## config.mk

```make
export PLATFORM = sky130hd
export DESIGN_NAME = tec_timer
export DESIGN_NICKNAME = d
export VERILOG_FILES = /design/src/inc/tec_pkg.sv /design/src/logic/tec_prescaler.sv /design/src/logic/tec_timer.sv
export VERILOG_INCLUDE_DIRS = /design/src /design/src/inc
export SDC_FILE = /design/constraint.sdc
export NUM_CORES = 1
export LEC_CHECK = 0
export ABC_CLOCK_PERIOD_IN_PS = 2250
export BUFFER_PORTS_ARGS = -buffer_cell sky130_fd_sc_hd__buf_2
export CAP_MARGIN = 15
export CORE_MARGIN = 10
export CORE_UTILIZATION = 51
export CTS_CLUSTER_DIAMETER = 80
export DETAILED_ROUTE_END_ITERATION = 8
export PLACE_DENSITY = 0.8
export SETUP_SLACK_MARGIN = 0.15
export SYNTH_ARGS = -nofsm -noshare
export SYNTH_HDL_FRONTEND = slang
export SYNTH_SLANG_ARGS = --single-unit
```

## constraint.sdc

```tcl
create_clock -name clk_i -period 2.25 [get_ports clk_i]
set_input_delay 0.225 -clock clk_i [delete_from_list [all_inputs] [get_ports clk_i]]
set_output_delay 0.225 -clock clk_i [all_outputs]
set_load 0.01 [all_outputs]
```

## src/inc/tec_consts.svh

```systemverilog
// Constants of the eight-bit timer/event counter: offsets, fields, resets.
// Assumes a 32-bit classic Wishbone slave, one register per aligned word.
`ifndef TEC_CONSTS_SVH
`define TEC_CONSTS_SVH

// Register byte addresses
`define TEC_ADDR_CTRL      8'h00
`define TEC_ADDR_COUNT     8'h04
`define TEC_ADDR_STATUS    8'h08
// Control field positions
`define TEC_MODE_HI        7
`define TEC_MODE_LO        6
`define TEC_ENABLE_BIT     4
`define TEC_EDGE_BIT       3
`define TEC_PSC_HI         2
`define TEC_PSC_LO         0
// Status field positions
`define TEC_FLAG_BIT       0
`define TEC_SLEEP_BIT      1
// Control reset value: edge select set, all else clear
`define TEC_CTRL_RESET     8'h08
// Implemented control bits (bit 5 reads zero)
`define TEC_CTRL_MASK      8'hDF
// Lowest prescale power and power of the top code
`define TEC_PSC_BASE_POW   3
`define TEC_PSC_TOP_POW    10
// Width of the low-speed divider chain
`define TEC_DIV_WIDTH      11

`endif

```

## src/inc/tec_pkg.sv

```systemverilog
// Types of the eight-bit timer/event counter.
// Assumes the constants header is compiled alongside.
package tec_pkg;

   // Operating mode field encodings
   typedef enum logic [1:0] {
      TEC_MODE_UNUSED = 2'h0,
      TEC_MODE_EVENT  = 2'h1,
      TEC_MODE_TIMER  = 2'h2,
      TEC_MODE_PULSE  = 2'h3
   } tec_mode_t;

   // Control register layout
   typedef struct packed {
      tec_mode_t  operating_mode_field;
      logic       unused_bit;
      logic       count_enable;
      logic       active_edge_select;
      logic [2:0] prescale_select;
   } tec_ctrl_t;

   // Wishbone request bundle
   typedef struct packed {
      logic        cyc;
      logic        stb;
      logic        we;
      logic [7:0]  adr;
      logic [3:0]  sel;
      logic [31:0] dat;
   } tec_wb_req_t;

endpackage : tec_pkg

```

## src/logic/tec_prescaler.sv

```systemverilog
// Prescaler of the low-speed tick into one counting strobe.
// Assumes lirc_tick_i is a one-cycle pulse per low-speed clock period.
`timescale 1ns/1ps
`include "tec_consts.svh"

module tec_prescaler
   import tec_pkg::*;
#(
   parameter int DIV_WIDTH = `TEC_DIV_WIDTH
) (
   // Clock and reset
   input  wire logic       clk_i,
   input  wire logic       nrst_i,
   // Tick and select
   input  wire logic       lirc_tick_i,
   input  wire logic [2:0] prescale_select_i,
   // Strobe on each falling edge of the selected tap
   output logic            fall_o
);

   // Selected power of two for each code
   function automatic int tec_tap(input logic [2:0] code);
      if (code == 3'h7) begin
         return `TEC_PSC_TOP_POW;
      end
      return `TEC_PSC_BASE_POW + int'(code);
   endfunction : tec_tap

   typedef struct packed {
      logic [DIV_WIDTH-1:0] div;
      logic                 tap_q;
      logic                 fall;
   } tec_psc_state_t;

   tec_psc_state_t state, next_state;
   logic           tap_now;

   // Divider chain; tap bit n-1 toggles at tick/2^n
   always_comb begin
      next_state = state;
      if (lirc_tick_i) begin
         next_state.div = state.div + 1'b1;
      end
      tap_now = next_state.div[tec_tap(prescale_select_i) - 1];
      next_state.tap_q = tap_now;
      next_state.fall  = state.tap_q & ~tap_now;
   end

   // State register
   always_ff @(posedge clk_i or negedge nrst_i) begin
      if (!nrst_i) begin
         state <= '0;
      end else begin
         state <= next_state;
      end
   end

   assign fall_o = state.fall;

endmodule : tec_prescaler

```

## src/logic/tec_timer.sv

```systemverilog
// Eight-bit timer/event counter with preload and Wishbone register access.
// Assumes external_count_input_i and lirc_tick_i are synchronous to clk_i.
//
// Added by the designer: the Wishbone slave port and the placing of the registers.
`timescale 1ns/1ps
`include "tec_consts.svh"

module tec_timer
   import tec_pkg::*;
(
   // Clock and reset
   input  wire logic        clk_i,
   input  wire logic        nrst_i,
   // Wishbone slave
   input  wire logic        wb_cyc_i,
   input  wire logic        wb_stb_i,
   input  wire logic        wb_we_i,
   input  wire logic [7:0]  wb_adr_i,
   input  wire logic [3:0]  wb_sel_i,
   input  wire logic [31:0] wb_dat_i,
   output logic [31:0]      wb_dat_o,
   output logic             wb_ack_o,
   // Time source, external count pin and sleep status
   input  wire logic        lirc_tick_i,
   input  wire logic        external_count_input_i,
   input  wire logic        sleep_i,
   // Wake-up and overflow flag
   output logic             wake_o,
   output logic             overflow_request_flag_o
);

   ////////////////////////////////////////////////////////////////////////////
   // State

   typedef struct packed {
      tec_ctrl_t   ctrl;
      logic [7:0]  preload;
      logic [7:0]  count;
      logic        flag;
      logic        pin_q;
      logic        measuring;
      logic        ack;
      logic [31:0] rdata;
      logic        wake;
   } tec_state_t;

   tec_state_t  state, next_state;
   tec_wb_req_t req;
   logic        psc_fall;
   logic        req_new;
   logic        rd_count;
   logic        pin_rise;
   logic        pin_fall;
   logic        start_edge;
   logic        stop_edge;
   logic        tick;
   logic        overflow;
   logic        wr_ctrl;
   logic        wr_count;
   logic        wr_status;

   ////////////////////////////////////////////////////////////////////////////
   // Prescaler

   tec_prescaler #(
      .DIV_WIDTH(`TEC_DIV_WIDTH)
   ) u_psc (
      .clk_i            (clk_i),
      .nrst_i           (nrst_i),
      .lirc_tick_i      (lirc_tick_i),
      .prescale_select_i(state.ctrl.prescale_select),
      .fall_o           (psc_fall)
   );

   ////////////////////////////////////////////////////////////////////////////
   // Helpers

   // Request aimed at one register word
   function automatic logic tec_hit(input tec_wb_req_t r, input logic [7:0] a);
      return r.cyc & r.stb & (r.adr == a);
   endfunction : tec_hit

   // Pin edge picked by the edge select bit
   function automatic logic tec_pick(input logic sel, input logic zero_edge,
                                     input logic one_edge);
      return sel ? one_edge : zero_edge;
   endfunction : tec_pick

   ////////////////////////////////////////////////////////////////////////////
   // Bus decode

   // Bundle the request and find a fresh access
   always_comb begin
      req = '{cyc: wb_cyc_i, stb: wb_stb_i, we: wb_we_i,
              adr: wb_adr_i, sel: wb_sel_i, dat: wb_dat_i};
      req_new   = req.cyc & req.stb & ~state.ack;
      wr_ctrl   = req_new & req.we & req.sel[0] & tec_hit(req, `TEC_ADDR_CTRL);
      wr_count  = req_new & req.we & req.sel[0] & tec_hit(req, `TEC_ADDR_COUNT);
      wr_status = req_new & req.we & req.sel[0] & tec_hit(req, `TEC_ADDR_STATUS);
      // Clock blocked for any read cycle of the count register
      rd_count  = tec_hit(req, `TEC_ADDR_COUNT) & ~req.we;
   end

   ////////////////////////////////////////////////////////////////////////////
   // Count source selection

   // Pin edges and the mode-dependent counting tick
   always_comb begin
      pin_rise   = ~state.pin_q & external_count_input_i;
      pin_fall   = state.pin_q & ~external_count_input_i;
      start_edge = tec_pick(state.ctrl.active_edge_select, pin_fall, pin_rise);
      stop_edge  = tec_pick(state.ctrl.active_edge_select, pin_rise, pin_fall);
      tick       = 1'b0;
      unique case (state.ctrl.operating_mode_field)
         TEC_MODE_UNUSED: tick = 1'b0;
         // Sleep does not gate the event source
         TEC_MODE_EVENT: tick = tec_pick(state.ctrl.active_edge_select,
                                         pin_rise, pin_fall);
         TEC_MODE_TIMER: tick = psc_fall;
         TEC_MODE_PULSE: tick = psc_fall & state.measuring;
      endcase
      tick     = tick & state.ctrl.count_enable & ~rd_count;
      overflow = tick & (state.count == 8'hFF);
   end

   ////////////////////////////////////////////////////////////////////////////
   // Next state

   always_comb begin
      next_state       = state;
      next_state.pin_q = external_count_input_i;
      next_state.ack   = req_new;
      next_state.wake  = overflow;

      // Counting and overflow reload
      if (overflow) begin
         next_state.count = state.preload;
      end else if (tick) begin
         next_state.count = state.count + 8'h01;
      end

      // Pulse measurement arming, start and end
      if (state.ctrl.operating_mode_field == TEC_MODE_PULSE && state.ctrl.count_enable) begin
         if (!state.measuring && start_edge) begin
            next_state.measuring = 1'b1;
         end else if (state.measuring && stop_edge) begin
            next_state.measuring         = 1'b0;
            next_state.ctrl.count_enable = 1'b0;
         end
      end else begin
         next_state.measuring = 1'b0;
      end

      // Control write; software write wins over the hardware clear
      if (wr_ctrl) begin
         next_state.ctrl = tec_ctrl_t'(req.dat[7:0] & `TEC_CTRL_MASK);
         next_state.measuring = 1'b0;
      end

      // Count register write
      if (wr_count) begin
         next_state.preload = req.dat[7:0];
         if (!state.ctrl.count_enable) begin
            next_state.count = req.dat[7:0];
         end
      end

      // Flag: software write, then hardware set wins
      if (wr_status) begin
         next_state.flag = req.dat[`TEC_FLAG_BIT];
      end
      if (overflow) begin
         next_state.flag = 1'b1;
      end

      // Read data
      next_state.rdata = 32'h0000_0000;
      if (req_new && !req.we) begin
         if (req.adr == `TEC_ADDR_CTRL) begin
            next_state.rdata[7:0] = state.ctrl & `TEC_CTRL_MASK;
         end else if (req.adr == `TEC_ADDR_COUNT) begin
            next_state.rdata[7:0] = state.count;
         end else if (req.adr == `TEC_ADDR_STATUS) begin
            next_state.rdata[`TEC_FLAG_BIT]  = state.flag;
            next_state.rdata[`TEC_SLEEP_BIT] = sleep_i;
         end
      end
   end

   ////////////////////////////////////////////////////////////////////////////
   // Registers

   always_ff @(posedge clk_i or negedge nrst_i) begin
      if (!nrst_i) begin
         state      <= '0;
         state.ctrl <= tec_ctrl_t'(`TEC_CTRL_RESET);
      end else begin
         state <= next_state;
      end
   end

   // Outputs straight from flip-flops
   assign wb_dat_o                = state.rdata;
   assign wb_ack_o                = state.ack;
   assign wake_o                  = state.wake;
   assign overflow_request_flag_o = state.flag;

   ////////////////////////////////////////////////////////////////////////////
   // Assertions

   a_overflow_reload: assert property (@(posedge clk_i) disable iff (!nrst_i)
      overflow |=> (state.count == $past(state.preload)) && state.flag)
      else $error("overflow did not reload and flag");

   a_unused_hold: assert property (@(posedge clk_i) disable iff (!nrst_i)
      (state.ctrl.operating_mode_field == TEC_MODE_UNUSED && !wr_count)
      |=> state.count == $past(state.count))
      else $error("counter moved in unused mode");

   a_read_block: assert property (@(posedge clk_i) disable iff (!nrst_i)
      (rd_count && !wr_count) |=> $stable(state.count))
      else $error("counter changed during read");

   a_enabled_write: assert property (@(posedge clk_i) disable iff (!nrst_i)
      (wr_count && state.ctrl.count_enable && !tick) |=> $stable(state.count))
      else $error("enabled write touched counter");

   a_disabled_write: assert property (@(posedge clk_i) disable iff (!nrst_i)
      (wr_count && !state.ctrl.count_enable)
      |=> state.count == state.preload && state.count == $past(wb_dat_i[7:0]))
      else $error("disabled write not loaded");

   a_enable_kept: assert property (@(posedge clk_i) disable iff (!nrst_i)
      (state.ctrl.count_enable && !wr_ctrl
       && state.ctrl.operating_mode_field != TEC_MODE_PULSE)
      |=> state.ctrl.count_enable)
      else $error("enable cleared without software");

   a_pulse_end: assert property (@(posedge clk_i) disable iff (!nrst_i)
      (state.measuring && stop_edge && !wr_ctrl)
      |=> !state.ctrl.count_enable && !state.measuring)
      else $error("pulse end did not clear enable");

   a_wake_pulse: assert property (@(posedge clk_i) disable iff (!nrst_i)
      wake_o |-> $past(overflow) && overflow_request_flag_o)
      else $error("wake without overflow");

   a_count_step: assert property (@(posedge clk_i) disable iff (!nrst_i)
      (!state.ctrl.count_enable && !wr_count) |=> $stable(state.count))
      else $error("counted while disabled");

   a_bit5_zero: assert property (@(posedge clk_i) disable iff (!nrst_i)
      (wb_ack_o && $past(req.adr) == `TEC_ADDR_CTRL) |-> wb_dat_o[5] == 1'b0)
      else $error("bit 5 read nonzero");

   // Counting steps per source
   a_event_step: assert property (@(posedge clk_i) disable iff (!nrst_i)
      (state.ctrl.operating_mode_field == TEC_MODE_EVENT && state.ctrl.count_enable
       && !rd_count && state.count != 8'hFF
       && (state.ctrl.active_edge_select ? pin_fall : pin_rise))
      |=> state.count == $past(state.count) + 8'h01)
      else $error("event edge not counted");

   a_timer_step: assert property (@(posedge clk_i) disable iff (!nrst_i)
      (state.ctrl.operating_mode_field == TEC_MODE_TIMER && state.ctrl.count_enable
       && !rd_count && state.count != 8'hFF && psc_fall)
      |=> state.count == $past(state.count) + 8'h01)
      else $error("timer fall not counted");

   // Pulse measurement arming, start and end
   a_pulse_idle: assert property (@(posedge clk_i) disable iff (!nrst_i)
      (state.ctrl.operating_mode_field == TEC_MODE_PULSE && !state.measuring && !wr_count)
      |=> $stable(state.count))
      else $error("counted before pulse start");

   a_pulse_start: assert property (@(posedge clk_i) disable iff (!nrst_i)
      (state.ctrl.operating_mode_field == TEC_MODE_PULSE && state.ctrl.count_enable
       && !state.measuring && !wr_ctrl
       && (state.ctrl.active_edge_select ? pin_rise : pin_fall))
      |=> state.measuring)
      else $error("start edge did not arm count");

   a_measure_mode: assert property (@(posedge clk_i) disable iff (!nrst_i)
      state.measuring
      |-> state.ctrl.operating_mode_field == TEC_MODE_PULSE && state.ctrl.count_enable)
      else $error("measuring outside armed pulse mode");

   a_enable_fall: assert property (@(posedge clk_i) disable iff (!nrst_i)
      ($fell(state.ctrl.count_enable) && !$past(wr_ctrl))
      |-> $past(state.measuring) && $past(stop_edge))
      else $error("enable cleared without pulse end");

   a_one_shot: assert property (@(posedge clk_i) disable iff (!nrst_i)
      (state.ctrl.operating_mode_field == TEC_MODE_PULSE && !state.ctrl.count_enable)
      |=> !state.measuring)
      else $error("measurement restarted without enable");

   // Register writes, reads and wake-up
   a_flag_write: assert property (@(posedge clk_i) disable iff (!nrst_i)
      (wr_status && !overflow)
      |=> overflow_request_flag_o == $past(wb_dat_i[`TEC_FLAG_BIT]))
      else $error("flag write not taken");

   a_preload_write: assert property (@(posedge clk_i) disable iff (!nrst_i)
      wr_count |=> state.preload == $past(wb_dat_i[7:0]))
      else $error("preload write not taken");

   a_ctrl_write: assert property (@(posedge clk_i) disable iff (!nrst_i)
      wr_ctrl
      |=> state.ctrl == tec_ctrl_t'($past(wb_dat_i[7:0]) & `TEC_CTRL_MASK))
      else $error("control write not taken");

   a_read_count: assert property (@(posedge clk_i) disable iff (!nrst_i)
      (req_new && rd_count) |=> wb_dat_o[7:0] == $past(state.count))
      else $error("count read wrong value");

   a_wake_cause: assert property (@(posedge clk_i) disable iff (!nrst_i)
      overflow |=> wake_o)
      else $error("overflow gave no wake");

   // Values seen at the first edge after reset release
   a_reset_ctrl: assert property (@(posedge clk_i)
      $rose(nrst_i)
      |-> state.ctrl == tec_ctrl_t'(`TEC_CTRL_RESET) && !state.flag)
      else $error("control not at reset value");

endmodule : tec_timer

```

==> summary.txt <==
STA
  – Setup_tns: 0 ns
  – Period utilisation layout: 93.9%
  – Rel. slew slack: 67.1%
  – Clock Skew: 0.00925 ns
  – Fmax: 473 MHz
  – Slew @ Worst Pin: 0.488 ns
  – Min cycle time layout: 2.11 ns
  – Final setup viols: 0
  – Final Max Tran Viols: 0
  – Final-report hold violation count: 0
  – RSZ-0062 raised after global routing: true

Worst setup path
  – Crit path launch type: register
  – Worst R2R Start: u_psc.state[2]
  – End of the worst register-to-register path: u_psc.fall_o
  – CP Capture Type: register
  – Kind of critical path: register to register
  – Critical Path RT: 2.45 ns
  – CP arrival: 2.31 ns
  – Worst setup endpoint: u_psc.fall_o
  – Max FO, Critical Path: 4
  – Setup slack, reg-to-reg: 0.14 ns
  – R2R cell count: 8
  – Worst Setup SP: u_psc.state[2]

Synthesis
  – Post-synthesis simple-gate area fraction: 17.8%
  – Synth Flop Type: dfrtp_1
  – Mux cell area share after synthesis: 9.60%
  – Syn avg cell area: 9.98 µm²
  – Largest family of logic cells by synthesized area: simple AND/OR/NAND/NOR gates
  – Area leader, netlist: dfrtp_1
  – Yosys cell types: 49
  – Synth Area in Compound Gates: 9.88%
  – Synth Area in XOR/XNOR: 3.59%
  – Most frequent cell after synthesis: dfrtp_1
  – Post-synthesis adder-cell area fraction: 1.86%
  – Post-Synthesis Cells: 269
  – Synth top area cells: dfrtp_1 45%, buf_4 9.0%, mux2_2 5.9%
  – Yosys reg bits: 49
  – Register area share after synthesis: 45.7%
  – Synth top area share: 44.8%
  – Post-Syn Area: 0.00268 mm²
  – Yosys Warn Count: 0
  – Commonest cells post-synth: 48 x dfrtp_1, 32 x buf_4, 26 x nand2_1
  – Ys async rst share: 100%
  – Post-synth EDFFs: 0

Final layout
  – Fin area: 0.00315 mm²
  – Nets: 372
  – Ant diodes: 0
  – Area delta synth->final: 17.2%
  – Ratio of cells with drive above 1 in the final layout: 30.3%

CTS
  – Clock latency on the worst-skew pair: 0.30 ns
  – Root buffer cell: clkbuf_8
  – Clk slew on worst S/H paths: 0.09 ns
  – Cts bufs inserted: 5
  – CTS tree: yes
  – Max Root-Sink Buffers: 2
  – Sink Count: 49
  – H-tree levels: 2

Power
  – Power Density: 690 mW/mm²
  – VDD IR-drop max: 0.503 mV
  – Leakage: 1.52 nW

Worst hold path
  – Hold Path Class: input port to register

Route
  – Routed len/inst: 15.1 µm
  – Total routed wirelength: 5.86 mm
  – Vias per inst: 5.22
  – Final ANT Viol Nets: 0
  – Vias: 2021
  – TritonRoute pass-1 iters: 4
  – Number of DRC markers in iteration 0: 155
  – Drt drc: 0

GRT
  – Vias in the first global route: 1922
  – First-pass GRT wire length: 9.06 mm
  – Antenna violations before repair: 0
  – GRT Resource Usage Total: 12.9%
  – Largest net degree at the start of global routing: 29
  – GRT overflow: 0

Run
  – Max Cap Viol: 0

Floorplanning
  – Core Box Area: 0.00511 mm²
  – Ports: 87
  – Number of cell rows: 26
  – Die W: 92.5 µm
  – Die Height: 92.5 µm
  – Full die area: 0.00856 mm²
  – Initial Util: 52.5%

Placement
  – Port bufs: 35
  – Detailed Place HPWL: 4.26 mm
  – GP Congestion: 0.859
  – Area after DPL: 0.00283 mm²

Run status
  – Result of the run: finished, final reports clean
## stage by stage
| stage | total power [mW] | setup WS [ns] | cells | utilization, % | hold slack (ns) |
|---|---|---|---|---|---|
| finish | 2.17 | 0.138 | 387 | 61.6 | 0.0744 |
| global route | 2.28 | 0.0759 | 387 | 61.6 | 0.0663 |
| CTS | 2.07 | 0.169 | 379 | 59.0 | 0.0652 |
| detailed placement | 1.38 | 0.0813 | 368 | 55.4 | 0.225 |
| global placement | 1.36 | 0.123 | 368 | 55.4 | 0.217 |
| floorplan | 1.30 | 0.302 | 292 | - | -0.0706 |
## per-layer routing
| layer | vias up | share of wire, % | GRT usage, % |
|---|---|---|---|
| met5 | - | 0 | 0 |
| met4 | 0 | 2.6 | 5.91 |
| met3 | 12 | 10 | 6.38 |
| met2 | 84 | 44 | 19.1 |
| met1 | 946 | 43 | 15.6 |
| li1 | 979 | - | - |
## registers in the layout, summed over array words and instances (netlist names)
signal                   cells
state                       25
u_psc.state                 12
wb_dat_o                     8
overflow_request_flag_o      1
u_psc.fall_o                 1
wake_o                       1
wb_ack_o                     1
## cell type report
| type | instances | area (µm²) |
|---|---|---|
| fill | 433 | 1960 |
| multi-input combinational | 194 | 1350 |
| sequential | 49 | 1230 |
| timing repair buffer | 54 | 324 |
| tap | 70 | 87.6 |
| clock buffer | 6 | 72.6 |
| inverter | 12 | 45.0 |
| clock inverter | 2 | 38.8 |
## how the worst min path moves through the flow
stage / start / to / slack (ns) / depth (start not counted)
after floorplan: nrst_i / overflow_request_flag_o / -0.07 / 0
after global placement: nrst_i / state[46] / 0.22 / 1
after detailed placement: nrst_i / state[46] / 0.22 / 1
after CTS: external_count_input_i / state[35] / 0.07 / 1
after global routing: external_count_input_i / state[35] / 0.07 / 1
final: external_count_input_i / state[35] / 0.07 / 1
## repair_timing
action                                  4_1_cts  5_1_grt
hold endpoints to repair                     20        0
gates resized for setup                       9       15
pin swaps                                     2       11
hold buffers                                  1        0
cloned                                        0        0
endpoints found under the setup margin        5        6
buffers inserted                              2        8
## cell usage in the layout (no fill, tap or decap), drive strengths merged, types with 6 or more instances in the layout
| cell type | count |
|---|---|
| mux2i | 10 |
| buf | 53 |
| o21ai | 11 |
| mux2 | 14 |
| nor2 | 20 |
| nand3 | 10 |
| xnor2 | 6 |
| nor3 | 6 |
| a21oi | 12 |
| nand2 | 26 |
| inv | 12 |
| dfrtp | 48 |
| conb | 24 |
| clkbuf | 6 |
## report_power, final
group          switching, mW  internal, mW  total (mW)
Clock                  0.295         0.334       0.629
Combinational          0.243         0.225       0.467
Sequential             0.103         0.974        1.08
Total                  0.641          1.53        2.17
## worst max-delay path: stages (launching register included)
cell     delay [ns]
dfrtp_1        0.36
buf_4          0.13
nand4_1        0.24
buf_4          0.24
or3_1          0.37
a21oi_1        0.15
nor4_1         0.06
a311o_1        0.28
and3_4         0.18
## logic make-up after synthesis
kind of cell / Yosys count
buffers and inverters: 49
muxes: 24
AOI/OAI and AO/OA: 41
and+or+nand+nor: 90
adders and majority gates: 4
xor gates and xnor gates: 11
DFF: 49
other: 1
No activity file was read; power rests on OpenSTA's default activity.
